[config.mk]
export PLATFORM = sky130hd
export DESIGN_NAME = charge_mode_pin_decoder
export DESIGN_NICKNAME = d
export VERILOG_FILES = /design/src/inc/charge_mode_pkg.sv /design/src/rtl/charge_mode_pin_decoder.sv
export SDC_FILE = /design/constraint.sdc
export NUM_CORES = 1
export LEC_CHECK = 0
export BUFFER_PORTS_ARGS = -buffer_cell sky130_fd_sc_hd__clkbuf_2
export CORE_MARGIN = 4
export CORE_UTILIZATION = 30
export CTS_CLUSTER_DIAMETER = 80
export DETAILED_ROUTE_END_ITERATION = 8
export SLEW_MARGIN = 20
export SYNTH_ARGS = -nofsm -noshare
export SYNTH_HDL_FRONTEND = slang
export SYNTH_SLANG_ARGS = --single-unit
export TNS_END_PERCENT = 20
[constraint.sdc]
create_clock -name pclk -period 3.1 [get_ports pclk]
set_clock_uncertainty 0.2 [all_clocks]
set_input_delay 0.155 -clock pclk [delete_from_list [all_inputs] [get_ports pclk]]
set_output_delay 0.155 -clock pclk [all_outputs]
set_load 0.01 [all_outputs]
[src/inc/charge_mode_pkg.sv]
// Shared constants and types of the charging-port mode pin decoder.
`default_nettype none
package charge_mode_pkg;
    // Clock rate and times.
    localparam longint CLK_KHZ          = 250_000;
    localparam longint ASSERT_MS        = 200;
    localparam longint RELEASE_MS       = 3000;
    localparam longint PW_IDLE_MS       = 15000;
    localparam longint PW_DISCH_MS      = 2000;
    localparam longint MODE_DISCH_MS    = 100;
    localparam logic [31:0] ASSERT_CYCLES     = 32'(ASSERT_MS * CLK_KHZ);
    localparam logic [31:0] RELEASE_CYCLES    = 32'(RELEASE_MS * CLK_KHZ);
    localparam logic [31:0] PW_IDLE_CYCLES    = 32'(PW_IDLE_MS * CLK_KHZ);
    localparam logic [31:0] PW_DISCH_CYCLES   = 32'(PW_DISCH_MS * CLK_KHZ);
    localparam logic [31:0] MODE_DISCH_CYCLES = 32'(MODE_DISCH_MS * CLK_KHZ);

    // Register byte offsets.
    localparam logic [7:0] CTRL_OFS       = 8'h00;
    localparam logic [7:0] STATE_OFS      = 8'h04;
    localparam logic [7:0] IRQ_STATUS_OFS = 8'h08;
    localparam logic [7:0] IRQ_MASK_OFS   = 8'h0C;
    // Control fields and reset value.
    localparam int CTRL_HID_HOLD_BIT = 0;
    localparam logic [31:0] CTRL_RESET = 32'h0000_0001;
    // State fields.
    localparam int ST_MODE_LSB  = 0;
    localparam int ST_BUSY_BIT  = 3;
    localparam int ST_LOAD_BIT  = 4;
    localparam int ST_PW_LSB    = 5;
    localparam int ST_PINS_LSB  = 7;
    // Interrupt event bits.
    localparam int IRQ_W        = 4;
    localparam int EV_MODE_BIT  = 0;
    localparam int EV_LOAD_BIT  = 1;
    localparam int EV_FREE_BIT  = 2;
    localparam int EV_DONE_BIT  = 3;
    localparam logic [IRQ_W-1:0] IRQ_RESET = 4'h0;

    typedef enum logic [2:0] {
        mode_discharge, dedicated_auto_mode, standard_port_first, dedicated_shorted_mode,
        divider_one_amp_mode, standard_port_second, charging_downstream
    } mode_e;
    typedef enum logic [1:0] {det_none, det_ordinary, det_power_wake, det_downstream} detect_e;
    typedef enum logic [1:0] {pw_active, pw_idle, pw_discharge} pw_e;

    typedef struct packed {
        mode_e   mode;
        logic    limit_high;
        logic    data_on;
        detect_e detect;
    } mode_cfg_s;
    localparam mode_cfg_s CFG_RESET = '{mode: mode_discharge, limit_high: 1'b0, data_on: 1'b0, detect: det_none};

    // Pins sampled from outside the clock domain.
    typedef struct packed {
        logic mode_select_a;
        logic mode_select_b;
        logic mode_select_c;
        logic limit_select;
        logic above_upper;
        logic below_lower;
        logic below_wake_floor;
        logic above_wake_ceiling;
        logic primary_detect;
        logic hid_present;
    } pins_s;
    localparam int PINS_W = $bits(pins_s);
endpackage
`default_nettype wire

[src/rtl/charge_mode_pin_decoder.sv]
// Charging-port mode decoder with load detection, APB registers and interrupt.
//
// Chosen here: register access over APB and the address map.
`default_nettype none
module charge_mode_pin_decoder #(
    parameter logic [31:0] ASSERT_CYCLES     = charge_mode_pkg::ASSERT_CYCLES,
    parameter logic [31:0] RELEASE_CYCLES    = charge_mode_pkg::RELEASE_CYCLES,
    parameter logic [31:0] PW_IDLE_CYCLES    = charge_mode_pkg::PW_IDLE_CYCLES,
    parameter logic [31:0] PW_DISCH_CYCLES   = charge_mode_pkg::PW_DISCH_CYCLES,
    parameter logic [31:0] MODE_DISCH_CYCLES = charge_mode_pkg::MODE_DISCH_CYCLES
) (
    // Clock and reset
    input  wire logic        pclk,
    input  wire logic        presetn,
    // APB slave
    input  wire logic        psel,
    input  wire logic        penable,
    input  wire logic        pwrite,
    input  wire logic [7:0]  paddr,
    input  wire logic [31:0] pwdata,
    output logic      [31:0] prdata,
    output logic             pready,
    output logic             pslverr,
    // Mode select pins
    input  wire logic        mode_select_a,
    input  wire logic        mode_select_b,
    input  wire logic        mode_select_c,
    input  wire logic        limit_select,
    // Load comparators and port monitors
    input  wire logic        load_above_upper,
    input  wire logic        load_below_lower,
    input  wire logic        load_below_wake_floor,
    input  wire logic        load_above_wake_ceiling,
    input  wire logic        primary_detect,
    input  wire logic        hid_present,
    // Port control
    output logic             port_discharge,
    output logic             data_connect,
    output logic             limit_high_sel,
    output logic             limit_wake_sel,
    output logic             load_present_n,
    output logic             irq
);
    // ****************************************************************
    // Pin synchronisers
    // ****************************************************************
    charge_mode_pkg::pins_s pins_raw;
    logic [charge_mode_pkg::PINS_W-1:0] s1_reg, s2_reg, s3_reg, filt_reg, filt_next;
    charge_mode_pkg::pins_s pin;

    assign pins_raw = '{mode_select_a, mode_select_b, mode_select_c, limit_select, load_above_upper,
                        load_below_lower, load_below_wake_floor, load_above_wake_ceiling,
                        primary_detect, hid_present};
    assign pin = charge_mode_pkg::pins_s'(filt_reg);

    // A bit moves only once the second and third stages agree.
    always_comb begin
        filt_next = (s2_reg & ~(s2_reg ^ s3_reg)) | (filt_reg & (s2_reg ^ s3_reg));
    end

    always_ff @(posedge pclk or negedge presetn) begin
        if (!presetn) begin
            s1_reg   <= '0;
            s2_reg   <= '0;
            s3_reg   <= '0;
            filt_reg <= '0;
        end else begin
            s1_reg   <= pins_raw;
            s2_reg   <= s1_reg;
            s3_reg   <= s2_reg;
            filt_reg <= filt_next;
        end
    end

    // ****************************************************************
    // Mode decode and mode change
    // ****************************************************************
    function automatic charge_mode_pkg::mode_cfg_s decode(input logic [3:0] sel);
        charge_mode_pkg::mode_cfg_s c;
        c = charge_mode_pkg::CFG_RESET;
        unique casez (sel)
            4'b000?: c = charge_mode_pkg::CFG_RESET;
            4'b0010, 4'b0110: c = '{charge_mode_pkg::dedicated_auto_mode, 1'b1, 1'b0, charge_mode_pkg::det_none};
            4'b0011: c = '{charge_mode_pkg::dedicated_auto_mode, 1'b1, 1'b0, charge_mode_pkg::det_power_wake};
            4'b0111: c = '{charge_mode_pkg::dedicated_auto_mode, 1'b1, 1'b0, charge_mode_pkg::det_ordinary};
            4'b?10?: c = '{charge_mode_pkg::standard_port_first, sel[0], 1'b1, charge_mode_pkg::det_none};
            4'b100?: c = '{charge_mode_pkg::dedicated_shorted_mode, sel[0], 1'b0, charge_mode_pkg::det_none};
            4'b101?: c = '{charge_mode_pkg::divider_one_amp_mode, sel[0], 1'b0, charge_mode_pkg::det_none};
            4'b1110: c = '{charge_mode_pkg::standard_port_second, 1'b0, 1'b1, charge_mode_pkg::det_none};
            4'b1111: c = '{charge_mode_pkg::charging_downstream, 1'b1, 1'b1, charge_mode_pkg::det_downstream};
        endcase
        return c;
    endfunction

    logic [3:0]                 sel;
    charge_mode_pkg::mode_cfg_s target;
    charge_mode_pkg::mode_cfg_s applied_reg, applied_next;
    logic [3:0]                 applied_sel_reg, applied_sel_next;
    logic                       busy_reg, busy_next;
    logic [31:0]                mcnt_reg, mcnt_next;
    logic                       hold, swap, ev_mode, ev_done;
    logic [31:0]                ctrl_reg;

    assign sel    = {pin.mode_select_a, pin.mode_select_b, pin.mode_select_c, pin.limit_select};
    assign target = decode(sel);

    always_comb begin
        applied_next     = applied_reg;
        applied_sel_next = applied_sel_reg;
        busy_next        = busy_reg;
        mcnt_next        = mcnt_reg;
        ev_mode          = 1'b0;
        ev_done          = 1'b0;
        // A detected HID keeps a data-connected mode so the wake path is not cut.
        hold = ctrl_reg[charge_mode_pkg::CTRL_HID_HOLD_BIT] & pin.hid_present & applied_reg.data_on;
        swap = (applied_sel_reg[3:1] == 3'b111) && (sel[3:1] == 3'b111);
        if (busy_reg) begin
            mcnt_next = mcnt_reg + 32'h0000_0001;
            if (mcnt_reg >= MODE_DISCH_CYCLES - 32'h0000_0001) begin
                busy_next        = 1'b0;
                mcnt_next        = '0;
                applied_next     = target;
                applied_sel_next = sel;
                ev_done          = 1'b1;
            end
        end else if (sel != applied_sel_reg && !hold) begin
            ev_mode = 1'b1;
            if (swap) begin
                applied_next     = target;
                applied_sel_next = sel;
            end else begin
                busy_next = 1'b1;
                mcnt_next = '0;
            end
        end
    end

    always_ff @(posedge pclk or negedge presetn) begin
        if (!presetn) begin
            applied_reg     <= charge_mode_pkg::CFG_RESET;
            applied_sel_reg <= 4'h0;
            busy_reg        <= 1'b0;
            mcnt_reg        <= '0;
        end else begin
            applied_reg     <= applied_next;
            applied_sel_reg <= applied_sel_next;
            busy_reg        <= busy_next;
            mcnt_reg        <= mcnt_next;
        end
    end

    // ****************************************************************
    // Load detection and port outputs
    // ****************************************************************
    charge_mode_pkg::pw_e pw_reg, pw_next;
    logic        present_reg, present_next;
    logic [31:0] lcnt_reg, lcnt_next;
    logic        pd_next, dc_next, lh_next, lw_next;

    always_comb begin
        pw_next      = pw_reg;
        present_next = present_reg;
        lcnt_next    = '0;
        if (busy_next || applied_sel_next != applied_sel_reg ||
            applied_reg.detect == charge_mode_pkg::det_none) begin
            pw_next      = charge_mode_pkg::pw_active;
            present_next = 1'b0;
        end else if (applied_reg.detect == charge_mode_pkg::det_power_wake) begin
            unique case (pw_reg)
                charge_mode_pkg::pw_active: begin
                    if (pin.below_wake_floor) begin
                        lcnt_next = lcnt_reg + 32'h0000_0001;
                        if (lcnt_reg >= PW_IDLE_CYCLES - 32'h0000_0001) begin
                            pw_next   = charge_mode_pkg::pw_idle;
                            lcnt_next = '0;
                        end
                    end
                end
                charge_mode_pkg::pw_idle: begin
                    if (pin.above_wake_ceiling) begin
                        pw_next = charge_mode_pkg::pw_discharge;
                    end
                end
                charge_mode_pkg::pw_discharge: begin
                    lcnt_next = lcnt_reg + 32'h0000_0001;
                    if (lcnt_reg >= PW_DISCH_CYCLES - 32'h0000_0001) begin
                        pw_next   = charge_mode_pkg::pw_active;
                        lcnt_next = '0;
                    end
                end
                default: pw_next = charge_mode_pkg::pw_active;
            endcase
            present_next = (pw_next != charge_mode_pkg::pw_idle);
        end else if (applied_reg.detect == charge_mode_pkg::det_downstream && pin.primary_detect) begin
            present_next = 1'b1;
        end else if (!present_reg) begin
            if (pin.above_upper) begin
                lcnt_next = lcnt_reg + 32'h0000_0001;
                if (lcnt_reg >= ASSERT_CYCLES - 32'h0000_0001) begin
                    present_next = 1'b1;
                    lcnt_next    = '0;
                end
            end
        end else if (pin.below_lower) begin
            lcnt_next = lcnt_reg + 32'h0000_0001;
            if (lcnt_reg >= RELEASE_CYCLES - 32'h0000_0001) begin
                present_next = 1'b0;
                lcnt_next    = '0;
            end
        end
        // Power-wake limit and discharge only apply while pattern 0011 is in force.
        pd_next = busy_next || applied_next.mode == charge_mode_pkg::mode_discharge ||
                  (applied_next.detect == charge_mode_pkg::det_power_wake &&
                   pw_next == charge_mode_pkg::pw_discharge);
        dc_next = applied_next.data_on && !busy_next;
        lw_next = applied_next.detect == charge_mode_pkg::det_power_wake &&
                  pw_next == charge_mode_pkg::pw_idle && !busy_next;
        lh_next = applied_next.limit_high && !lw_next;
    end

    always_ff @(posedge pclk or negedge presetn) begin
        if (!presetn) begin
            pw_reg         <= charge_mode_pkg::pw_active;
            present_reg    <= 1'b0;
            lcnt_reg       <= '0;
            port_discharge <= 1'b1;
            data_connect   <= 1'b0;
            limit_high_sel <= 1'b0;
            limit_wake_sel <= 1'b0;
            load_present_n <= 1'b1;
        end else begin
            pw_reg         <= pw_next;
            present_reg    <= present_next;
            lcnt_reg       <= lcnt_next;
            port_discharge <= pd_next;
            data_connect   <= dc_next;
            limit_high_sel <= lh_next;
            limit_wake_sel <= lw_next;
            load_present_n <= !present_next;
        end
    end

    // ****************************************************************
    // APB registers and interrupt
    // ****************************************************************
    logic [31:0]                        ctrl_next, prdata_next;
    logic [charge_mode_pkg::IRQ_W-1:0]  istat_reg, istat_next, mask_reg, mask_next, ev, w1c;
    logic                               pready_next, pslverr_next, irq_next, wr;

    always_comb begin
        ctrl_next    = ctrl_reg;
        mask_next    = mask_reg;
        prdata_next  = prdata;
        pslverr_next = pslverr;
        w1c          = '0;
        pready_next  = psel && penable && !pready;
        wr           = psel && penable && pready && pwrite;
        ev = '0;
        ev[charge_mode_pkg::EV_MODE_BIT] = ev_mode;
        ev[charge_mode_pkg::EV_LOAD_BIT] = present_next && !present_reg;
        ev[charge_mode_pkg::EV_FREE_BIT] = !present_next && present_reg;
        ev[charge_mode_pkg::EV_DONE_BIT] = ev_done;
        if (pready_next) begin
            prdata_next  = '0;
            pslverr_next = 1'b0;
            unique case (paddr)
                charge_mode_pkg::CTRL_OFS:       prdata_next = ctrl_reg;
                charge_mode_pkg::STATE_OFS: begin
                    prdata_next[charge_mode_pkg::ST_MODE_LSB +: 3] = applied_reg.mode;
                    prdata_next[charge_mode_pkg::ST_BUSY_BIT]      = busy_reg;
                    prdata_next[charge_mode_pkg::ST_LOAD_BIT]      = present_reg;
                    prdata_next[charge_mode_pkg::ST_PW_LSB +: 2]   = pw_reg;
                    prdata_next[charge_mode_pkg::ST_PINS_LSB +: charge_mode_pkg::PINS_W] = filt_reg;
                end
                charge_mode_pkg::IRQ_STATUS_OFS: prdata_next[charge_mode_pkg::IRQ_W-1:0] = istat_reg;
                charge_mode_pkg::IRQ_MASK_OFS:   prdata_next[charge_mode_pkg::IRQ_W-1:0] = mask_reg;
                default:                         pslverr_next = 1'b1;
            endcase
        end
        if (wr) begin
            unique case (paddr)
                charge_mode_pkg::CTRL_OFS:       ctrl_next = {31'h0, pwdata[charge_mode_pkg::CTRL_HID_HOLD_BIT]};
                charge_mode_pkg::IRQ_STATUS_OFS: w1c = pwdata[charge_mode_pkg::IRQ_W-1:0];
                charge_mode_pkg::IRQ_MASK_OFS:   mask_next = pwdata[charge_mode_pkg::IRQ_W-1:0];
                default:                         ctrl_next = ctrl_reg;
            endcase
        end
        // A new event wins over a clear in the same cycle.
        istat_next = (istat_reg & ~w1c) | ev;
        irq_next   = |(istat_next & mask_next);
    end

    always_ff @(posedge pclk or negedge presetn) begin
        if (!presetn) begin
            ctrl_reg  <= charge_mode_pkg::CTRL_RESET;
            mask_reg  <= charge_mode_pkg::IRQ_RESET;
            istat_reg <= charge_mode_pkg::IRQ_RESET;
            prdata    <= '0;
            pready    <= 1'b0;
            pslverr   <= 1'b0;
            irq       <= 1'b0;
        end else begin
            ctrl_reg  <= ctrl_next;
            mask_reg  <= mask_next;
            istat_reg <= istat_next;
            prdata    <= prdata_next;
            pready    <= pready_next;
            pslverr   <= pslverr_next;
            irq       <= irq_next;
        end
    end

    // ****************************************************************
    // Assertions
    // ****************************************************************
    a_follow_pins: assert property (@(posedge pclk) disable iff (!presetn)
        (!busy_reg && sel != applied_sel_reg && !hold) |=> (busy_reg || applied_sel_reg == $past(sel)))
        else $error("Mode did not follow the select pins.");
    a_dedicated_data_off: assert property (@(posedge pclk) disable iff (!presetn)
        (applied_reg.mode == charge_mode_pkg::dedicated_auto_mode) |-> !data_connect)
        else $error("Data lines connected in dedicated mode.");
    a_wake_limit_idle: assert property (@(posedge pclk) disable iff (!presetn)
        (pw_reg == charge_mode_pkg::pw_idle && applied_reg.detect == charge_mode_pkg::det_power_wake &&
         !busy_reg) |-> (limit_wake_sel && !limit_high_sel && load_present_n))
        else $error("Idle power wake without wake limit.");
    a_wake_restart: assert property (@(posedge pclk) disable iff (!presetn)
        (pw_reg == charge_mode_pkg::pw_idle && pin.above_wake_ceiling && !busy_next &&
         applied_reg.detect == charge_mode_pkg::det_power_wake && applied_sel_next == applied_sel_reg)
        |=> (port_discharge && !load_present_n)[*2])
        else $error("Wake load did not start a discharge.");
    a_swap_no_discharge: assert property (@(posedge pclk) disable iff (!presetn)
        (!busy_reg && swap && sel != applied_sel_reg && !hold) |=> (!port_discharge && !busy_reg))
        else $error("Discharge on a 1111/1110 change.");
    a_primary_present: assert property (@(posedge pclk) disable iff (!presetn)
        (applied_reg.detect == charge_mode_pkg::det_downstream && pin.primary_detect && !busy_next &&
         applied_sel_next == applied_sel_reg) |=> !load_present_n)
        else $error("Primary detection not reported.");
    a_discharge_pattern: assert property (@(posedge pclk) disable iff (!presetn)
        (applied_reg.mode == charge_mode_pkg::mode_discharge) |-> (port_discharge && !data_connect && load_present_n))
        else $error("Discharge pattern not honoured.");
    a_quiet_status: assert property (@(posedge pclk) disable iff (!presetn)
        (applied_reg.detect == charge_mode_pkg::det_none || busy_reg) |=> load_present_n)
        else $error("Load reported in a mode without detection.");
    a_assert_delay: assert property (@(posedge pclk) disable iff (!presetn)
        ($fell(load_present_n) && applied_reg.detect == charge_mode_pkg::det_ordinary) |->
        $past(lcnt_reg) >= ASSERT_CYCLES - 32'h0000_0001)
        else $error("Load reported before the assert time.");
endmodule
`default_nettype wire

==> metrics.txt <==
outcome=complete, no violations; Slew headroom=0.603; gr ovfl total=0; Setup TNS Final=0 ns; clk root buf=clkbuf_16; placed cells=approximately 1100; Setup CP Type=register to register; number of global-route vias before repair=around 5400; Die Y=approximately 160 um; worst-path fanout max=4; Synth top area share=0.526; Antenna diodes=0; Synth Flop Type=dfrtp_1; worst hold-check path type=primary input to register; CP required=between 3 and 4 ns; dpl hpwl=11000 um; Post-synth EDFFs=0; synthesized area=approximately 7100 um^2; clk slew on worst S/H paths=around 0.06 ns; io pins=95; leading area contributor after synthesis=dfrtp_1; Yosys cell types=69; Synth area leaders=dfrtp_1 53%, nand2_1 4.5%, nor3_1 3.0%; Critical Path End Type=register; Die Width=162 um; Max-Cap Viols=0; Initial Utilization=0.305; Total Die Area=26300 um^2; r2r setup slk=approximately 0.23 ns; Synth Register Bits=153; Port Buffers=51; period utilisation layout=0.926; first-pass GRT wire length=around 27000 um; Worst Path Arrival=between 2 and 3 ns; vias per inst=4.88; Mean Syn Cell Area=between 10 and 15 um^2; initial drt markers=between 400 and 500; largest net degree at the start of global routing=68; clk sink count=153; CTS Buf Count=17; peak supply drop=0.390 mV; Max Clk Rate=0.348 GHz; drt total wl=around 16000 um; GPL Wtd Cong=approximately 0.84; post-route minimum period=~2.9 ns; share of cells above drive strength 1=0.176; Final setup viols=0; TritonCTS clock tree=done; unrepaired setup endpoints after global routing=false; via count=between 5000 and 6000; Synthesis Warnings=0; Final #Nets=roughly 800; slowest library cell on the worst path=or4_4; htree depth=4; Post-Layout Cell Count=1099; Final Max Slew Viols=0; antenna violations before repair=0; Core Box Area=about 23000 um^2; Post-Syn Instances=approximately 700; antenna violation net count after detailed routing=0; post-synthesis sequential area ratio=0.537; Pre-Repair DR Iteration Count=4; Skew-Pair Late Insertion Delay=between 0.4 and 0.5 ns; fraction of registers with async set or reset after synthesis=1.00; Slew @ Worst Pin=about 0.60 ns; detail-routed net length per standard cell=~15 um; Total Routing Usage GR=0.127; post_cts resized=0; detailed-route DRC error count=0; maximum clock insertion buffer count=2; P&R area growth vs syn=19.3%; CP startpoint kind=register; # rows=56; PD cells=just over 500 nW/um^2; crit path cell chain=ha_1 -> nand3_1 -> o211ai_1 -> nand2_1 -> and3_4 -> or4_4 -> o41ai_1 -> o221ai_1; final hold vios=0; max incr delay on CP=roughly 0.56 ns; P_leak=3.69 nW
## worst max-delay path, delay by kind of cell, from the launching register on
kind / cells / cell delay [ns]
AO/OA/AOI/OAI: 3 / 0.92
flip-flops: 1 / 0.39
AND/OR/NAND/NOR: 4 / 1.00
adder cells (fa/ha/maj): 1 / 0.21
## synth_stat cells (4+ instances only)
library cell  count
xnor2_1          14
nand2_1          86
and2_1           11
o31ai_1          10
nand3_1          29
a31oi_1           7
nand4_1          15
clkbuf_1         28
nor2_1           30
nor3_1           43
buf_2             5
inv_1            13
a22o_1           15
mux2i_1           4
and4_1            6
mux2_2           11
buf_1             4
o21ai_0          40
or4_1             5
maj3_1           10
nor2b_1           5
buf_4            15
nand2b_1          4
a21o_1           10
a21oi_1          12
o21a_1            6
dfrtp_1         150
and3_1           11
xor2_1           21
or2_2             5
nor3b_1           4
nor4_1           11
## power breakdown
part	internal [mW]	switching [mW]
combinational	0.122	0.166
sequential	2.07	0.0731
clock	1.06	0.865
## cell type report
type / instances / area [um^2]
fillers: 2378 / 14900
flip-flops and latches: 153 / 3830
multi-input cells: 490 / 3040
repair buffers: 92 / 637
clock buffers: 18 / 439
well taps: 319 / 399
clock inverters: 14 / 114
inverters: 13 / 48.8
## metrics by stage
step / util / total power, mW / setup slack, ns / hold slack, ns / instance area [um^2]
after floorplan: - / 2.34 / 0.428 / -0.341 / 7190
after global placement: 0.333 / 2.45 / 0.259 / -0.0123 / 7790
after detailed placement: 0.333 / 2.46 / 0.223 / -0.00628 / 7790
after CTS: 0.364 / 4.41 / 0.198 / 0.0135 / 8510
after global routing: 0.364 / 4.55 / 0.0432 / 0.0640 / 8510
final: 0.364 / 4.36 / 0.229 / 0.0486 / 8510
## cells in the final DEF, fill, tap and decap left out, drive strengths merged, types with 11 or more instances in the layout
| master | Yosys | routed |
|---|---|---|
| xnor2 | 14 | 14 |
| a21oi | 12 | 12 |
| xor2 | 21 | 21 |
| dlygate4sd3 | 0 | 17 |
| clkbuf | 28 | 68 |
| mux2 | 11 | 11 |
| and2 | 11 | 11 |
| nand2 | 86 | 86 |
| buf | 25 | 25 |
| nor2 | 30 | 30 |
| nand4 | 15 | 15 |
| nor3 | 43 | 43 |
| a22o | 15 | 15 |
| o31ai | 11 | 11 |
| and3 | 13 | 13 |
| dfrtp | 150 | 150 |
| nand3 | 29 | 29 |
| nor4 | 12 | 12 |
| conb | 1 | 15 |
| o21ai | 40 | 40 |
| inv | 13 | 18 |
## per-layer routing
layer	global-route usage	wire length [um]
met1	0.173	7630
met2	0.202	7470
met3	0.0297	598
met4	0.0442	311
met5	0	0
## logic make-up (layout without fill, tap and decap cells)
logic type,after synthesis,count (layout),synth area share
AO/OA/AOI/OAI,134,134,0.131
AND/OR/NAND/NOR,278,278,0.200
other,1,15,0.000526
flip-flops,153,153,0.537
adder cells (fa/ha/maj),12,12,0.0175
XOR/XNOR,35,35,0.0430
buffers and inverters,66,137,0.0446
multiplexers,16,16,0.0261
## what timing repair did
action	4_1_cts	5_1_grt
buffers inserted	0	0
endpoints found under the hold margin	86	0
hold buffers	17	0
## worst paths after layout
kind                       cells past startpoint                 endpoint                    start
min                                            3    prdata[2]$_DFFE_PN0P_                 paddr[6]
min reg2reg                                    0      s2_reg[8]$_DFF_PN0_      s1_reg[8]$_DFF_PN0_
min in group asynchronous                      2   prdata[14]$_DFFE_PN0P_                  presetn
max in group asynchronous                      3  mcnt_reg[7]$_DFFE_PN0P_                  presetn
max reg2reg                                    8            irq$_DFF_PN0_  mcnt_reg[0]$_DFFE_PN0P_
max                                            8            irq$_DFF_PN0_  mcnt_reg[0]$_DFFE_PN0P_
(Power assumes the default switching activity.)
